**src/hdl/axil_regs_pkg.sv**
```systemverilog
// Shared constants for the register access slave
package axil_regs_pkg;
    localparam int ADDR_W = 32;
    localparam int DATA_W = 32;
    localparam int STRB_W = 4;
    localparam int CTRL_WORDS = 4;
    localparam int STAT_WORDS = 4;
    localparam logic [1:0] RESP_OKAY = 2'h0;
    localparam logic [1:0] RESP_EXOKAY = 2'h1;
    localparam logic [1:0] RESP_SLVERR = 2'h2;
    localparam logic [1:0] RESP_DECERR = 2'h3;
    localparam logic [31:0] CTRL_BASE = 32'h00000000;
    localparam logic [31:0] STAT_BASE = 32'h00000400;
    localparam logic [31:0] TICK_COUNT_ADDR = 32'h00000500;
    localparam logic [31:0] CTRL_RESET = 32'h00000000;
endpackage : axil_regs_pkg

```
**src/hdl/byte_lane_merge.sv**
```systemverilog
// Byte-lane merge of a write word into a stored word
module byte_lane_merge (
    input wire logic [31:0] old_i,
    input wire logic [31:0] new_i,
    input wire logic [3:0] strb_i,
    output logic [31:0] merged_o
);
    genvar g;
    generate
        for (g = 0; g < axil_regs_pkg::STRB_W; g++) begin : g_lane
            assign merged_o[g*8 +: 8] = strb_i[g] ? new_i[g*8 +: 8]
                                                  : old_i[g*8 +: 8];
        end
    endgenerate
endmodule : byte_lane_merge

```
**src/hdl/axil_register_access_fsm.sv**
```systemverilog
// Register slave answering single reads and writes over AXI4-Lite
// Functional notes
// - Illegal write address answers slave error
// - Illegal read address answers slave error
// - One clock, synchronous active-low reset
// - Strobes update only selected byte lanes
// - Data and address buses are 32 bits
// - Write response valid only with response
// - Mapped writes set core control ports
// - Mapped reads return status and statistics
module axil_register_access_fsm (
    input wire logic clk_i,
    input wire logic reset_n_i,
    input wire logic perf_monitor_tick_in_i,
    input wire logic [31:0] awaddr_i,
    input wire logic awvalid_i,
    output logic awready_o,
    input wire logic [31:0] wdata_i,
    input wire logic [3:0] wstrb_i,
    input wire logic wvalid_i,
    output logic wready_o,
    output logic [1:0] bresp_o,
    output logic bvalid_o,
    input wire logic bready_i,
    input wire logic [31:0] araddr_i,
    input wire logic arvalid_i,
    output logic arready_o,
    output logic [31:0] rdata_o,
    output logic [1:0] rresp_o,
    output logic rvalid_o,
    input wire logic rready_i,
    input wire logic [127:0] status_i,
    output logic [127:0] control_o
);
    typedef enum logic [1:0] {W_IDLE, W_RESP} wr_state_t;
    typedef enum logic [1:0] {R_IDLE, R_DATA} rd_state_t;

    wr_state_t wst_q, wst_d;
    rd_state_t rst_q, rst_d;
    logic awready_q, awready_d;
    logic wready_q, wready_d;
    logic bvalid_q, bvalid_d;
    logic [1:0] bresp_q, bresp_d;
    logic arready_q, arready_d;
    logic rvalid_q, rvalid_d;
    logic [1:0] rresp_q, rresp_d;
    logic [31:0] rdata_q, rdata_d;
    logic [31:0] ctrl_q [axil_regs_pkg::CTRL_WORDS];
    logic [31:0] ctrl_d [axil_regs_pkg::CTRL_WORDS];
    logic [31:0] tick_cnt_q, tick_cnt_d;
    logic [31:0] merged;
    logic [1:0] widx;
    logic [1:0] ridx;
    logic w_ctrl_hit;
    logic r_ctrl_hit;
    logic r_stat_hit;
    logic r_tick_hit;

    // Word index within each window
    assign widx = awaddr_i[3:2];
    assign ridx = araddr_i[3:2];
    assign w_ctrl_hit = (awaddr_i[31:4] == axil_regs_pkg::CTRL_BASE[31:4])
                        && (awaddr_i[1:0] == 2'h0);
    assign r_ctrl_hit = (araddr_i[31:4] == axil_regs_pkg::CTRL_BASE[31:4])
                        && (araddr_i[1:0] == 2'h0);
    assign r_stat_hit = (araddr_i[31:4] == axil_regs_pkg::STAT_BASE[31:4])
                        && (araddr_i[1:0] == 2'h0);
    assign r_tick_hit = (araddr_i == axil_regs_pkg::TICK_COUNT_ADDR);

    byte_lane_merge u_merge (
        .old_i(ctrl_q[widx]),
        .new_i(wdata_i),
        .strb_i(wstrb_i),
        .merged_o(merged)
    );

    // Write channel: take address and data together, then respond
    always_comb begin
        wst_d = wst_q;
        awready_d = 1'b0;
        wready_d = 1'b0;
        bvalid_d = bvalid_q;
        bresp_d = bresp_q;
        for (int i = 0; i < axil_regs_pkg::CTRL_WORDS; i++) begin
            ctrl_d[i] = ctrl_q[i];
        end
        unique case (wst_q)
            W_IDLE: begin
                // Ready pulses one cycle after both valids seen
                if (awvalid_i && wvalid_i && !awready_q) begin
                    awready_d = 1'b1;
                    wready_d = 1'b1;
                end
                if (awready_q) begin
                    if (w_ctrl_hit) begin
                        ctrl_d[widx] = merged;
                        bresp_d = axil_regs_pkg::RESP_OKAY;
                    end else begin
                        bresp_d = axil_regs_pkg::RESP_SLVERR;
                    end
                    bvalid_d = 1'b1;
                    wst_d = W_RESP;
                end
            end
            W_RESP: begin
                // Response held until taken
                if (bready_i) begin
                    bvalid_d = 1'b0;
                    bresp_d = axil_regs_pkg::RESP_OKAY;
                    wst_d = W_IDLE;
                end
            end
            default: begin
                wst_d = W_IDLE;
                bvalid_d = 1'b0;
            end
        endcase
    end

    // Read channel
    always_comb begin
        rst_d = rst_q;
        arready_d = 1'b0;
        rvalid_d = rvalid_q;
        rresp_d = rresp_q;
        rdata_d = rdata_q;
        unique case (rst_q)
            R_IDLE: begin
                if (arvalid_i && !arready_q) begin
                    arready_d = 1'b1;
                end
                if (arready_q) begin
                    rvalid_d = 1'b1;
                    rresp_d = axil_regs_pkg::RESP_OKAY;
                    if (r_ctrl_hit) begin
                        rdata_d = ctrl_q[ridx];
                    end else if (r_stat_hit) begin
                        rdata_d = status_i[ridx*32 +: 32];
                    end else if (r_tick_hit) begin
                        rdata_d = tick_cnt_q;
                    end else begin
                        rdata_d = 32'h00000000;
                        rresp_d = axil_regs_pkg::RESP_SLVERR;
                    end
                    rst_d = R_DATA;
                end
            end
            R_DATA: begin
                if (rready_i) begin
                    rvalid_d = 1'b0;
                    rresp_d = axil_regs_pkg::RESP_OKAY;
                    rst_d = R_IDLE;
                end
            end
            default: begin
                rst_d = R_IDLE;
                rvalid_d = 1'b0;
            end
        endcase
    end

    // Statistics counter of monitor ticks
    always_comb begin
        tick_cnt_d = tick_cnt_q;
        if (perf_monitor_tick_in_i) begin
            tick_cnt_d = tick_cnt_q + 32'h00000001;
        end
    end

    always_ff @(posedge clk_i) begin
        if (!reset_n_i) begin
            wst_q <= W_IDLE;
            rst_q <= R_IDLE;
            awready_q <= 1'b0;
            wready_q <= 1'b0;
            bvalid_q <= 1'b0;
            bresp_q <= axil_regs_pkg::RESP_OKAY;
            arready_q <= 1'b0;
            rvalid_q <= 1'b0;
            rresp_q <= axil_regs_pkg::RESP_OKAY;
            rdata_q <= 32'h00000000;
            tick_cnt_q <= 32'h00000000;
            for (int i = 0; i < axil_regs_pkg::CTRL_WORDS; i++) begin
                ctrl_q[i] <= axil_regs_pkg::CTRL_RESET;
            end
        end else begin
            wst_q <= wst_d;
            rst_q <= rst_d;
            awready_q <= awready_d;
            wready_q <= wready_d;
            bvalid_q <= bvalid_d;
            bresp_q <= bresp_d;
            arready_q <= arready_d;
            rvalid_q <= rvalid_d;
            rresp_q <= rresp_d;
            rdata_q <= rdata_d;
            tick_cnt_q <= tick_cnt_d;
            for (int i = 0; i < axil_regs_pkg::CTRL_WORDS; i++) begin
                ctrl_q[i] <= ctrl_d[i];
            end
        end
    end

    assign awready_o = awready_q;
    assign wready_o = wready_q;
    assign bvalid_o = bvalid_q;
    assign bresp_o = bresp_q;
    assign arready_o = arready_q;
    assign rvalid_o = rvalid_q;
    assign rresp_o = rresp_q;
    assign rdata_o = rdata_q;

    genvar g;
    generate
        for (g = 0; g < axil_regs_pkg::CTRL_WORDS; g++) begin : g_ctrl
            assign control_o[g*32 +: 32] = ctrl_q[g];
        end
    endgenerate
endmodule : axil_register_access_fsm

```
**config.mk**
```make
export PLATFORM = sky130hd
export DESIGN_NAME = axil_register_access_fsm
export DESIGN_NICKNAME = d
export VERILOG_FILES = /design/src/hdl/axil_regs_pkg.sv /design/src/hdl/byte_lane_merge.sv /design/src/hdl/axil_register_access_fsm.sv
export SDC_FILE = /design/constraint.sdc
export NUM_CORES = 1
export LEC_CHECK = 0
export BUFFER_PORTS_ARGS = -buffer_cell sky130_fd_sc_hd__clkbuf_2
export CAP_MARGIN = 0
export CORE_AREA = 2 2 156 158
export CTS_BUF_LIST = sky130_fd_sc_hd__clkbuf_4 sky130_fd_sc_hd__clkbuf_8 sky130_fd_sc_hd__clkbuf_16
export DETAILED_ROUTE_END_ITERATION = 12
export DIE_AREA = 0 0 158 160
export GPL_ROUTABILITY_DRIVEN = 0
export PLACE_DENSITY = 0.86
export SLEW_MARGIN = 20
export SYNTH_ARGS = -nofsm -noshare
export SYNTH_HDL_FRONTEND = slang
export SYNTH_SLANG_ARGS = --single-unit
```
**constraint.sdc**
```tcl
create_clock -name clk_i -period 3.2 [get_ports clk_i]
set_input_delay 0.64 -clock clk_i [delete_from_list [all_inputs] [get_ports clk_i]]
set_output_delay 0.64 -clock clk_i [all_outputs]
set_load 0.01 [all_outputs]
```
==> run_results.csv, run 1 <==
group,metric,value,unit
drt,wl_per_cell,21.7,um
worst_setup_path,timing.rr.end,"tick_cnt_q[24]",
timing,count_of_final_setup_violators,0,
clock_tree,cts_htree_levels,4,
floorplanning,row_count,57,
grt,grt_util_met3,6.21,%
logic_synthesis,synthDistinctLibCells,54,
logic_synthesis,post-synth-top-area-cell,"sky130_fd_sc_hd__dfxtp_1",
worst_setup_path,regToRegStartpoint,"tick_cnt_q[0]",
drt,drt-initial-drc-count,1400,
logic_synthesis,async_flop_share,0,%
logic_synthesis,synth_top_flop_cell,"sky130_fd_sc_hd__dfxtp_1",
timing,max_slew.worst_pin.slew,1.01,ns
layout,antenna_cells_inserted,0,
grt,grt_start_max_net_pins,176,
placed_design,io_buffer_count,402,
logic_synthesis,synth_area_leaders,"sky130_fd_sc_hd__dfxtp_1 (36%), sky130_fd_sc_hd__mux4_2 (20%), sky130_fd_sc_hd__mux2i_1 (12%)",
timing,timing.final.hold_violations,0,
layout,final_net_count,1685,
layout,areaGrowthSynthToFinish,26.2,%
hold_path,worst_hold_path_type,"primary input to register",
logic_synthesis,synth_top_area_share,36.0,%
clock_tree,worst_setup_hold_path_clk_slew,0.08,ns
grt,grt_use_total,30.2,%
clock_tree,root_buffer,"sky130_fd_sc_hd__clkbuf_16",
grt,groute.layer.met2.usage,47.4,%
logic_synthesis,synth.yosys.warnings,0,
grt,grt_pass1_vias,10300,
power_and_ir_drop,power.leakage,5.45,nW
timing,rsz0062_at_grt,"false",
floorplanning,core_box_area,23800,um^2
grt,global_route_wire_length_before_repair,58.8,mm
logic_synthesis,netlist_instances,1092,
worst_setup_path,worst-setup-path-type,"register to register",
logic_synthesis,syn_avg_cell_area,10.1,um^2
logic_synthesis,netlist_area_before_placement,11000,um^2
timing,max_clock_freq,431,MHz
drt,via_per_inst,6.07,
clock_tree,clock-sinks,198,
clock_tree,number_of_buffers_added_by_the_clock_tree_synthesis_step,17,
timing,finClkSkew,0.0130,ns
worst_setup_path,start_kind,"register",
layout,combined_area_of_the_multi_input_logic_cells,6610,um^2
worst_setup_path,setup.worst_path.end_class,"register",
clock_tree,cts_hold_repair.buffers,0,
clock_tree,tritoncts_clock_tree,"built",
drt,ant_nets,0,
worst_setup_path,worst-endpoint-required,3.57,ns
layout,drive_above_1_share,39.6,%
floorplanning,io-pin-count,405,
worst_setup_path,worst_r2r_path_depth,5,
timing,timing.final.max_slew_violations,0,
grt,layer_carrying_the_most_global_route_usage,"met2",
logic_synthesis,synth_seq_cells,198,
floorplanning,fp.dieArea,25300,um^2
drt,drcViolationCount,0,
clock_tree,cts_setup_buffers,0,
floorplanning,floorplan.initialDensity,46.2,%
power_and_ir_drop,pwr_density_cell,379,nW/um^2
drt,vias,10800,
grt,grt.overflow.total,0,
drt,detailedRoute.firstPassIterationCount,7,
clock_tree,max-clock-path-buffers,2,
worst_setup_path,setup.worst_path.start,"tick_cnt_q[0]",
worst_setup_path,r2r_setup_slack,0.88,ns
timing,min_period_over_period,72.6,%
grt,globalRouteMet1Util,41.3,%
worst_setup_path,critPathCapture,"tick_cnt_q[24]",
logic_synthesis,number_of_flops_mapped_to_enable_cells_by_yosys,0,
layout,fillers,1985,
status,run_status,"finished clean",
power_and_ir_drop,finalPower,5.27,mW
clock_tree,worstSkewPairLatency,0.44,ns
timing,fin_tns_setup,0,ns
logic_synthesis,yosysSeqAreaShare,36.0,%
floorplanning,dieHeight,160,um
drt,detail_route.wirelength,38.8,mm
worst_setup_path,crit_arrival,2.69,ns
timing,slew_headroom,32.4,%
timing,period_minus_slack,2.32,ns
layout,sequential_standard_cell_area,3960,um^2
floorplanning,fp.dieW,158,um
worst_setup_path,critPathMaxFanout,13,
job,max_cap_viol_count,0,
power_and_ir_drop,max-vdd-ir-drop,358,uV
placed_design,place_hpwl,28.5,mm
grt,grt_antenna_before_repair,0,
clock_tree,postCtsResizedCells,0,
## critical path: stages, from the launching register on
cell,delay [ns]
sky130_fd_sc_hd__dfxtp_1,0.41
sky130_fd_sc_hd__ha_1,0.19
sky130_fd_sc_hd__nand4_1,0.36
sky130_fd_sc_hd__or4_4,0.64
sky130_fd_sc_hd__or4_1,0.50
sky130_fd_sc_hd__a21oi_1,0.15
## synthesized netlist by cell type, types with 4 or more instances
master	instances
sky130_fd_sc_hd__nand3_1	73
sky130_fd_sc_hd__or4_1	6
sky130_fd_sc_hd__nand4_1	9
sky130_fd_sc_hd__xnor2_1	5
sky130_fd_sc_hd__o31ai_1	4
sky130_fd_sc_hd__mux4_2	96
sky130_fd_sc_hd__and4_1	5
sky130_fd_sc_hd__nor4_1	15
sky130_fd_sc_hd__clkbuf_1	56
sky130_fd_sc_hd__buf_1	4
sky130_fd_sc_hd__xor2_1	5
sky130_fd_sc_hd__a21oi_1	49
sky130_fd_sc_hd__nor2_1	22
sky130_fd_sc_hd__nand2_1	176
sky130_fd_sc_hd__nor3_1	5
sky130_fd_sc_hd__nand2b_1	5
sky130_fd_sc_hd__buf_2	13
sky130_fd_sc_hd__buf_4	12
sky130_fd_sc_hd__nand3b_1	32
sky130_fd_sc_hd__mux2i_1	131
sky130_fd_sc_hd__o21ai_0	45
sky130_fd_sc_hd__and3_1	67
sky130_fd_sc_hd__inv_1	7
sky130_fd_sc_hd__dfxtp_1	198
sky130_fd_sc_hd__or3_1	9
## final cells by class
type / count / share of cell area, %
multi-input combinational: 797 / 47.5
clock inverter: 13 / 1.22
sequential: 198 / 28.5
inverter: 8 / 0.315
clock buffer: 19 / 3.17
tap: 324 / 2.92
timing repair buffer: 426 / 16.4
## sequential cells by signal (all words and copies together), names as in the netlist
name and cells:
bresp_o 1, rresp_o 1, rdata_o 32, wready_o 1
ctrl_q 128, arready_o 1, tick_cnt_q 32, wst_q 1
rst_q 1
## kinds of logic after synthesis
logic type / Yosys count / synth area share (%)
and+or+nand+nor: 450 / 21.9
muxes: 227 / 31.5
DFF: 198 / 36.0
AOI/OAI and AO/OA: 107 / 5.25
buffers and inverters: 98 / 4.41
xor gates and xnor gates: 10 / 0.795
adders and majority gates: 1 / 0.114
other: 1 / 0.0340
## how the worst min path moves through the flow
stage / from / endpoint / depth (start not counted)
after floorplan: tick_cnt_q[29] / tick_cnt_q[29] / 2
after global placement: rdata_o[20] / rdata_o[20] / 2
after detailed placement: rdata_o[29] / rdata_o[29] / 2
after CTS: awvalid_i / wready_o / 3
after global routing: arvalid_i / arready_o / 2
final: awvalid_i / wready_o / 3
## power by group
group	internal, mW	switching, mW	total [mW]
combinational	0.258	0.286	0.544
clock	1.26	0.990	2.25
sequential	2.47	0.00878	2.48
## stage by stage
stage,cell area [um^2],hold WS (ns),utilization (%),std cells,setup slack (ns)
after floorplan,11000,0.452,-,1093,1.02
after global placement,13300,0.435,55.8,1753,0.493
after detailed placement,13300,0.441,55.8,1753,0.459
after CTS,13900,0.410,58.4,1785,0.881
after global routing,13900,0.426,58.4,1785,0.721
final,13900,0.425,58.4,1785,0.878
## per-layer routing
layer / up-vias / share of wire (%) / routed length (um)
met5: - / 0 / 0
met4: 0 / 2.9 / 1140
met3: 90 / 9.8 / 3790
met2: 699 / 48 / 18600
met1: 5287 / 39 / 15300
li1: 4767 / - / -
## layout by cell type (no fill, tap or decap), types with 9 or more instances in the layout
master                      synthesis  final
sky130_fd_sc_hd__clkbuf_2           0    399
sky130_fd_sc_hd__dfxtp_1          198    198
sky130_fd_sc_hd__nand2_1          176    176
sky130_fd_sc_hd__mux2i_1          131    131
sky130_fd_sc_hd__mux4_2            96     96
sky130_fd_sc_hd__nand3_1           73     73
sky130_fd_sc_hd__and3_1            67     67
sky130_fd_sc_hd__a21oi_1           49     49
sky130_fd_sc_hd__o21ai_0           45     45
sky130_fd_sc_hd__nand3b_1          32     32
sky130_fd_sc_hd__nor2_1            22     21
sky130_fd_sc_hd__buf_4             12     21
sky130_fd_sc_hd__clkbuf_16          0     17
sky130_fd_sc_hd__nor4_1            15     15
sky130_fd_sc_hd__nand4_1            9      9
sky130_fd_sc_hd__or3_1              9      9
Power figures use the tool's default switching activity.
==> run 2, diff against run 1 <==
--- a/config.mk
+++ b/config.mk
@@ -5,14 +5,16 @@
 export SDC_FILE = /design/constraint.sdc
 export NUM_CORES = 1
 export LEC_CHECK = 0
+export ABC_AREA = 1
 export BUFFER_PORTS_ARGS = -buffer_cell sky130_fd_sc_hd__clkbuf_2
 export CAP_MARGIN = 0
-export CORE_AREA = 2 2 156 158
+export CORE_ASPECT_RATIO = 1.5
+export CORE_MARGIN = 2
+export CORE_UTILIZATION = 50
 export CTS_BUF_LIST = sky130_fd_sc_hd__clkbuf_4 sky130_fd_sc_hd__clkbuf_8 sky130_fd_sc_hd__clkbuf_16
 export DETAILED_ROUTE_END_ITERATION = 12
-export DIE_AREA = 0 0 158 160
 export GPL_ROUTABILITY_DRIVEN = 0
-export PLACE_DENSITY = 0.86
+export PLACE_DENSITY = 0.89
 export SLEW_MARGIN = 20
 export SYNTH_ARGS = -nofsm -noshare
 export SYNTH_HDL_FRONTEND = slang
==> constraint.sdc (replaced) <==
create_clock -name clk_i -period 2.35 [get_ports clk_i]
set_input_delay 0.47 -clock clk_i [delete_from_list [all_inputs] [get_ports clk_i]]
set_output_delay 0.47 -clock clk_i [all_outputs]
set_load 0.01 [all_outputs]
==> run 2 against run 1 <==
Worst hold slack worse by 0.19 ns. Critical endpoint is now tick_cnt_q[8]. Total power is 48% higher. Synthesized cell count up 97%. Fmax increased by 25%. Routed wire length is 20% higher. Combinational power up 120%.
==> run_results.csv, run 2 <==
group,metric,value,unit
power_and_ir_drop,power.leakage,7.23,nW
logic_synthesis,async_flop_share,0,%
layout,drive_above_1_share,21.8,%
logic_synthesis,synth_top_area_share,31.2,%
timing,finClkSkew,0.0133,ns
floorplanning,core_box_area,25100,um^2
clock_tree,number_of_buffers_added_by_the_clock_tree_synthesis_step,17,
drt,drt-initial-drc-count,1741,
layout,areaGrowthSynthToFinish,22.5,%
timing,period_minus_slack,1.86,ns
timing,fin_tns_setup,0,ns
logic_synthesis,netlist_area_before_placement,12700,um^2
logic_synthesis,synth_common_cells,"sky130_fd_sc_hd__nand2_1 (535), sky130_fd_sc_hd__nor2_1 (375), sky130_fd_sc_hd__nand3_1 (274), sky130_fd_sc_hd__a21oi_1 (203), sky130_fd_sc_hd__dfxtp_1 (198)",
timing,max_clock_freq,537,MHz
drt,vias,16000,
drt,wl_per_cell,16.6,um
placed_design,place_hpwl,33.7,mm
timing,timing.final.max_slew_violations,0,
logic_synthesis,synth_seq_cells,198,
logic_synthesis,syn_avg_cell_area,5.91,um^2
timing,setup_slack,0.487,ns
timing,max_slew.worst_pin.slew,0.651,ns
logic_synthesis,post-synth-top-count-cell,"sky130_fd_sc_hd__nand2_1",
layout,largest_reg_flops,128,
floorplanning,fp.dieW,134,um
worst_setup_path,setup.worst_path.end_class,"register",
grt,grt.overflow.total,0,
floorplanning,row_count,71,
grt,grt_pass1_vias,14500,
worst_setup_path,crit_arrival,2.18,ns
drt,detail_route.wirelength,46.6,mm
logic_synthesis,synth.yosys.warnings,0,
layout,layout_commonest_cell,"sky130_fd_sc_hd__nand2_1",
grt,global_route_wire_length_before_repair,72.1,mm
clock_tree,worstSkewPairLatency,0.43,ns
worst_setup_path,worst_r2r_path_depth,8,
clock_tree,worst_setup_hold_path_clk_slew,0.08,ns
logic_synthesis,number_of_flops_mapped_to_enable_cells_by_yosys,0,
timing,min_period_over_period,79.3,%
floorplanning,io-pin-count,405,
logic_synthesis,netlist_instances,2148,
clock_tree,clock-sinks,198,
grt,grt_antenna_before_repair,1,
placed_design,placement.cell_area,14900,um^2
clock_tree,tritoncts_clock_tree,"built",
timing,slew_headroom,56.6,%
worst_setup_path,worst-endpoint-required,2.66,ns
status,run_status,"finished clean",
drt,detailedRoute.firstPassIterationCount,8,
layout,final_net_count,2700,
floorplanning,dieHeight,199,um
timing,count_of_final_setup_violators,0,
hold_path,hold-path-cell-count,2,
placed_design,io_buffer_count,402,
clock_tree,cts_setup_buffers,0,
worst_setup_path,critPathMaxFanout,5,
hold_path,worst_hold_path_type,"primary input to register",
logic_synthesis,post-synth-top-area-cell,"sky130_fd_sc_hd__dfxtp_1",
floorplanning,fp.dieArea,26700,um^2
placed_design,preCtsSetupSlack,0.307,ns
drt,via_per_inst,5.69,
layout,fillers,2351,
timing,rsz0062_at_grt,"false",
clock_tree,postCtsResizedCells,0,
grt,grt_use_total,33.3,%
floorplanning,floorplan.initialDensity,50.7,%
drt,drcViolationCount,0,
worst_setup_path,start_kind,"register",
timing,timing.final.hold_violations,0,
clock_tree,cts_htree_levels,4,
job,max_cap_viol_count,0,
clock_tree,cts_hold_repair.buffers,0,
clock_tree,root_buffer,"sky130_fd_sc_hd__clkbuf_16",
layout,final_area,15600,um^2
layout,layout_common_cells,"sky130_fd_sc_hd__nand2_1 (535), sky130_fd_sc_hd__clkbuf_2 (399), sky130_fd_sc_hd__nor2_1 (372), sky130_fd_sc_hd__nand3_1 (274), sky130_fd_sc_hd__a21oi_1 (203)",
logic_synthesis,synthDistinctLibCells,33,
worst_setup_path,worst-setup-path-type,"register to register",
logic_synthesis,synth_top_flop_cell,"sky130_fd_sc_hd__dfxtp_1",
drt,ant_nets,0,
clock_tree,max-clock-path-buffers,2,
power_and_ir_drop,finalPower,7.81,mW
logic_synthesis,yosysSeqAreaShare,31.2,%
grt,grt_start_max_net_pins,71,
power_and_ir_drop,max-vdd-ir-drop,519,uV
power_and_ir_drop,pwr_density_cell,502,nW/um^2
layout,largest-register,"ctrl_q",
logic_synthesis,synth_area_leaders,"sky130_fd_sc_hd__dfxtp_1 (31%), sky130_fd_sc_hd__nand2_1 (16%), sky130_fd_sc_hd__nor2_1 (11%)",
run 2: stage by stage:
stage	util (%)	hold WS (ns)	cells
after floorplan	-	0.437	2149
after global placement	59.6	0.460	2772
after detailed placement	59.6	0.469	2772
after CTS	62.1	0.218	2802
after global routing	62.1	0.230	2803
final	62.1	0.234	2803
run 2: layout make-up:
cell class | count | area, um^2 | share of cell area (%)
multi-input cells | 1664 | 7500 | 48.2
diodes | 1 | 2.50 | 0.0161
repair buffers | 448 | 2540 | 16.3
well taps | 328 | 410 | 2.64
clock inverters | 11 | 175 | 1.13
flip-flops and latches | 198 | 3960 | 25.5
clock buffers | 19 | 453 | 2.91
inverters | 134 | 508 | 3.27
run 2: final timing paths:
path	from	end	slack, ns
worst max-delay path	tick_cnt_q[0]	tick_cnt_q[8]	0.49
worst min-delay path	rready_i	rst_q[0]	0.23
worst max register to register	tick_cnt_q[0]	tick_cnt_q[8]	0.49
worst min register to register	tick_cnt_q[8]	tick_cnt_q[8]	0.48
run 2: cell families after synthesis:
family                     Yosys count  share of synthesized area (%)
adders and majority gates            1                         0.0985
and+or+nand+nor                   1276                           42.6
other                                1                         0.0295
xor gates and xnor gates             9                          0.621
DFF                                198                           31.2
buffers and inverters              287                           9.93
AOI/OAI and AO/OA                  376                           15.5
run 2: critical path: stages (launching register included):
cell and delay, ns:
sky130_fd_sc_hd__dfxtp_1 0.43, sky130_fd_sc_hd__ha_1 0.24, sky130_fd_sc_hd__nand3_2 0.14, sky130_fd_sc_hd__nor2_2 0.25, sky130_fd_sc_hd__inv_2 0.05, sky130_fd_sc_hd__nor2_2 0.20
sky130_fd_sc_hd__nand2_1 0.13, sky130_fd_sc_hd__o21ai_0 0.23, sky130_fd_sc_hd__a21oi_1 0.07
run 2: where the power goes:
part	leakage [nW]	switching, mW	internal [mW]
combinational	5.32	0.752	0.437
sequential	1.60	0.0336	3.40
clock	0.307	1.34	1.84
run 2: layer usage:
metal / track usage (%) / up-vias / wire [um]
met2: 57.4 / 956 / 22600
met3: 6.52 / 171 / 4270
met5: 0 / - / 0
li1: - / 7649 / -
met1: 39.3 / 7187 / 17400
met4: 17.1 / 0 / 2320
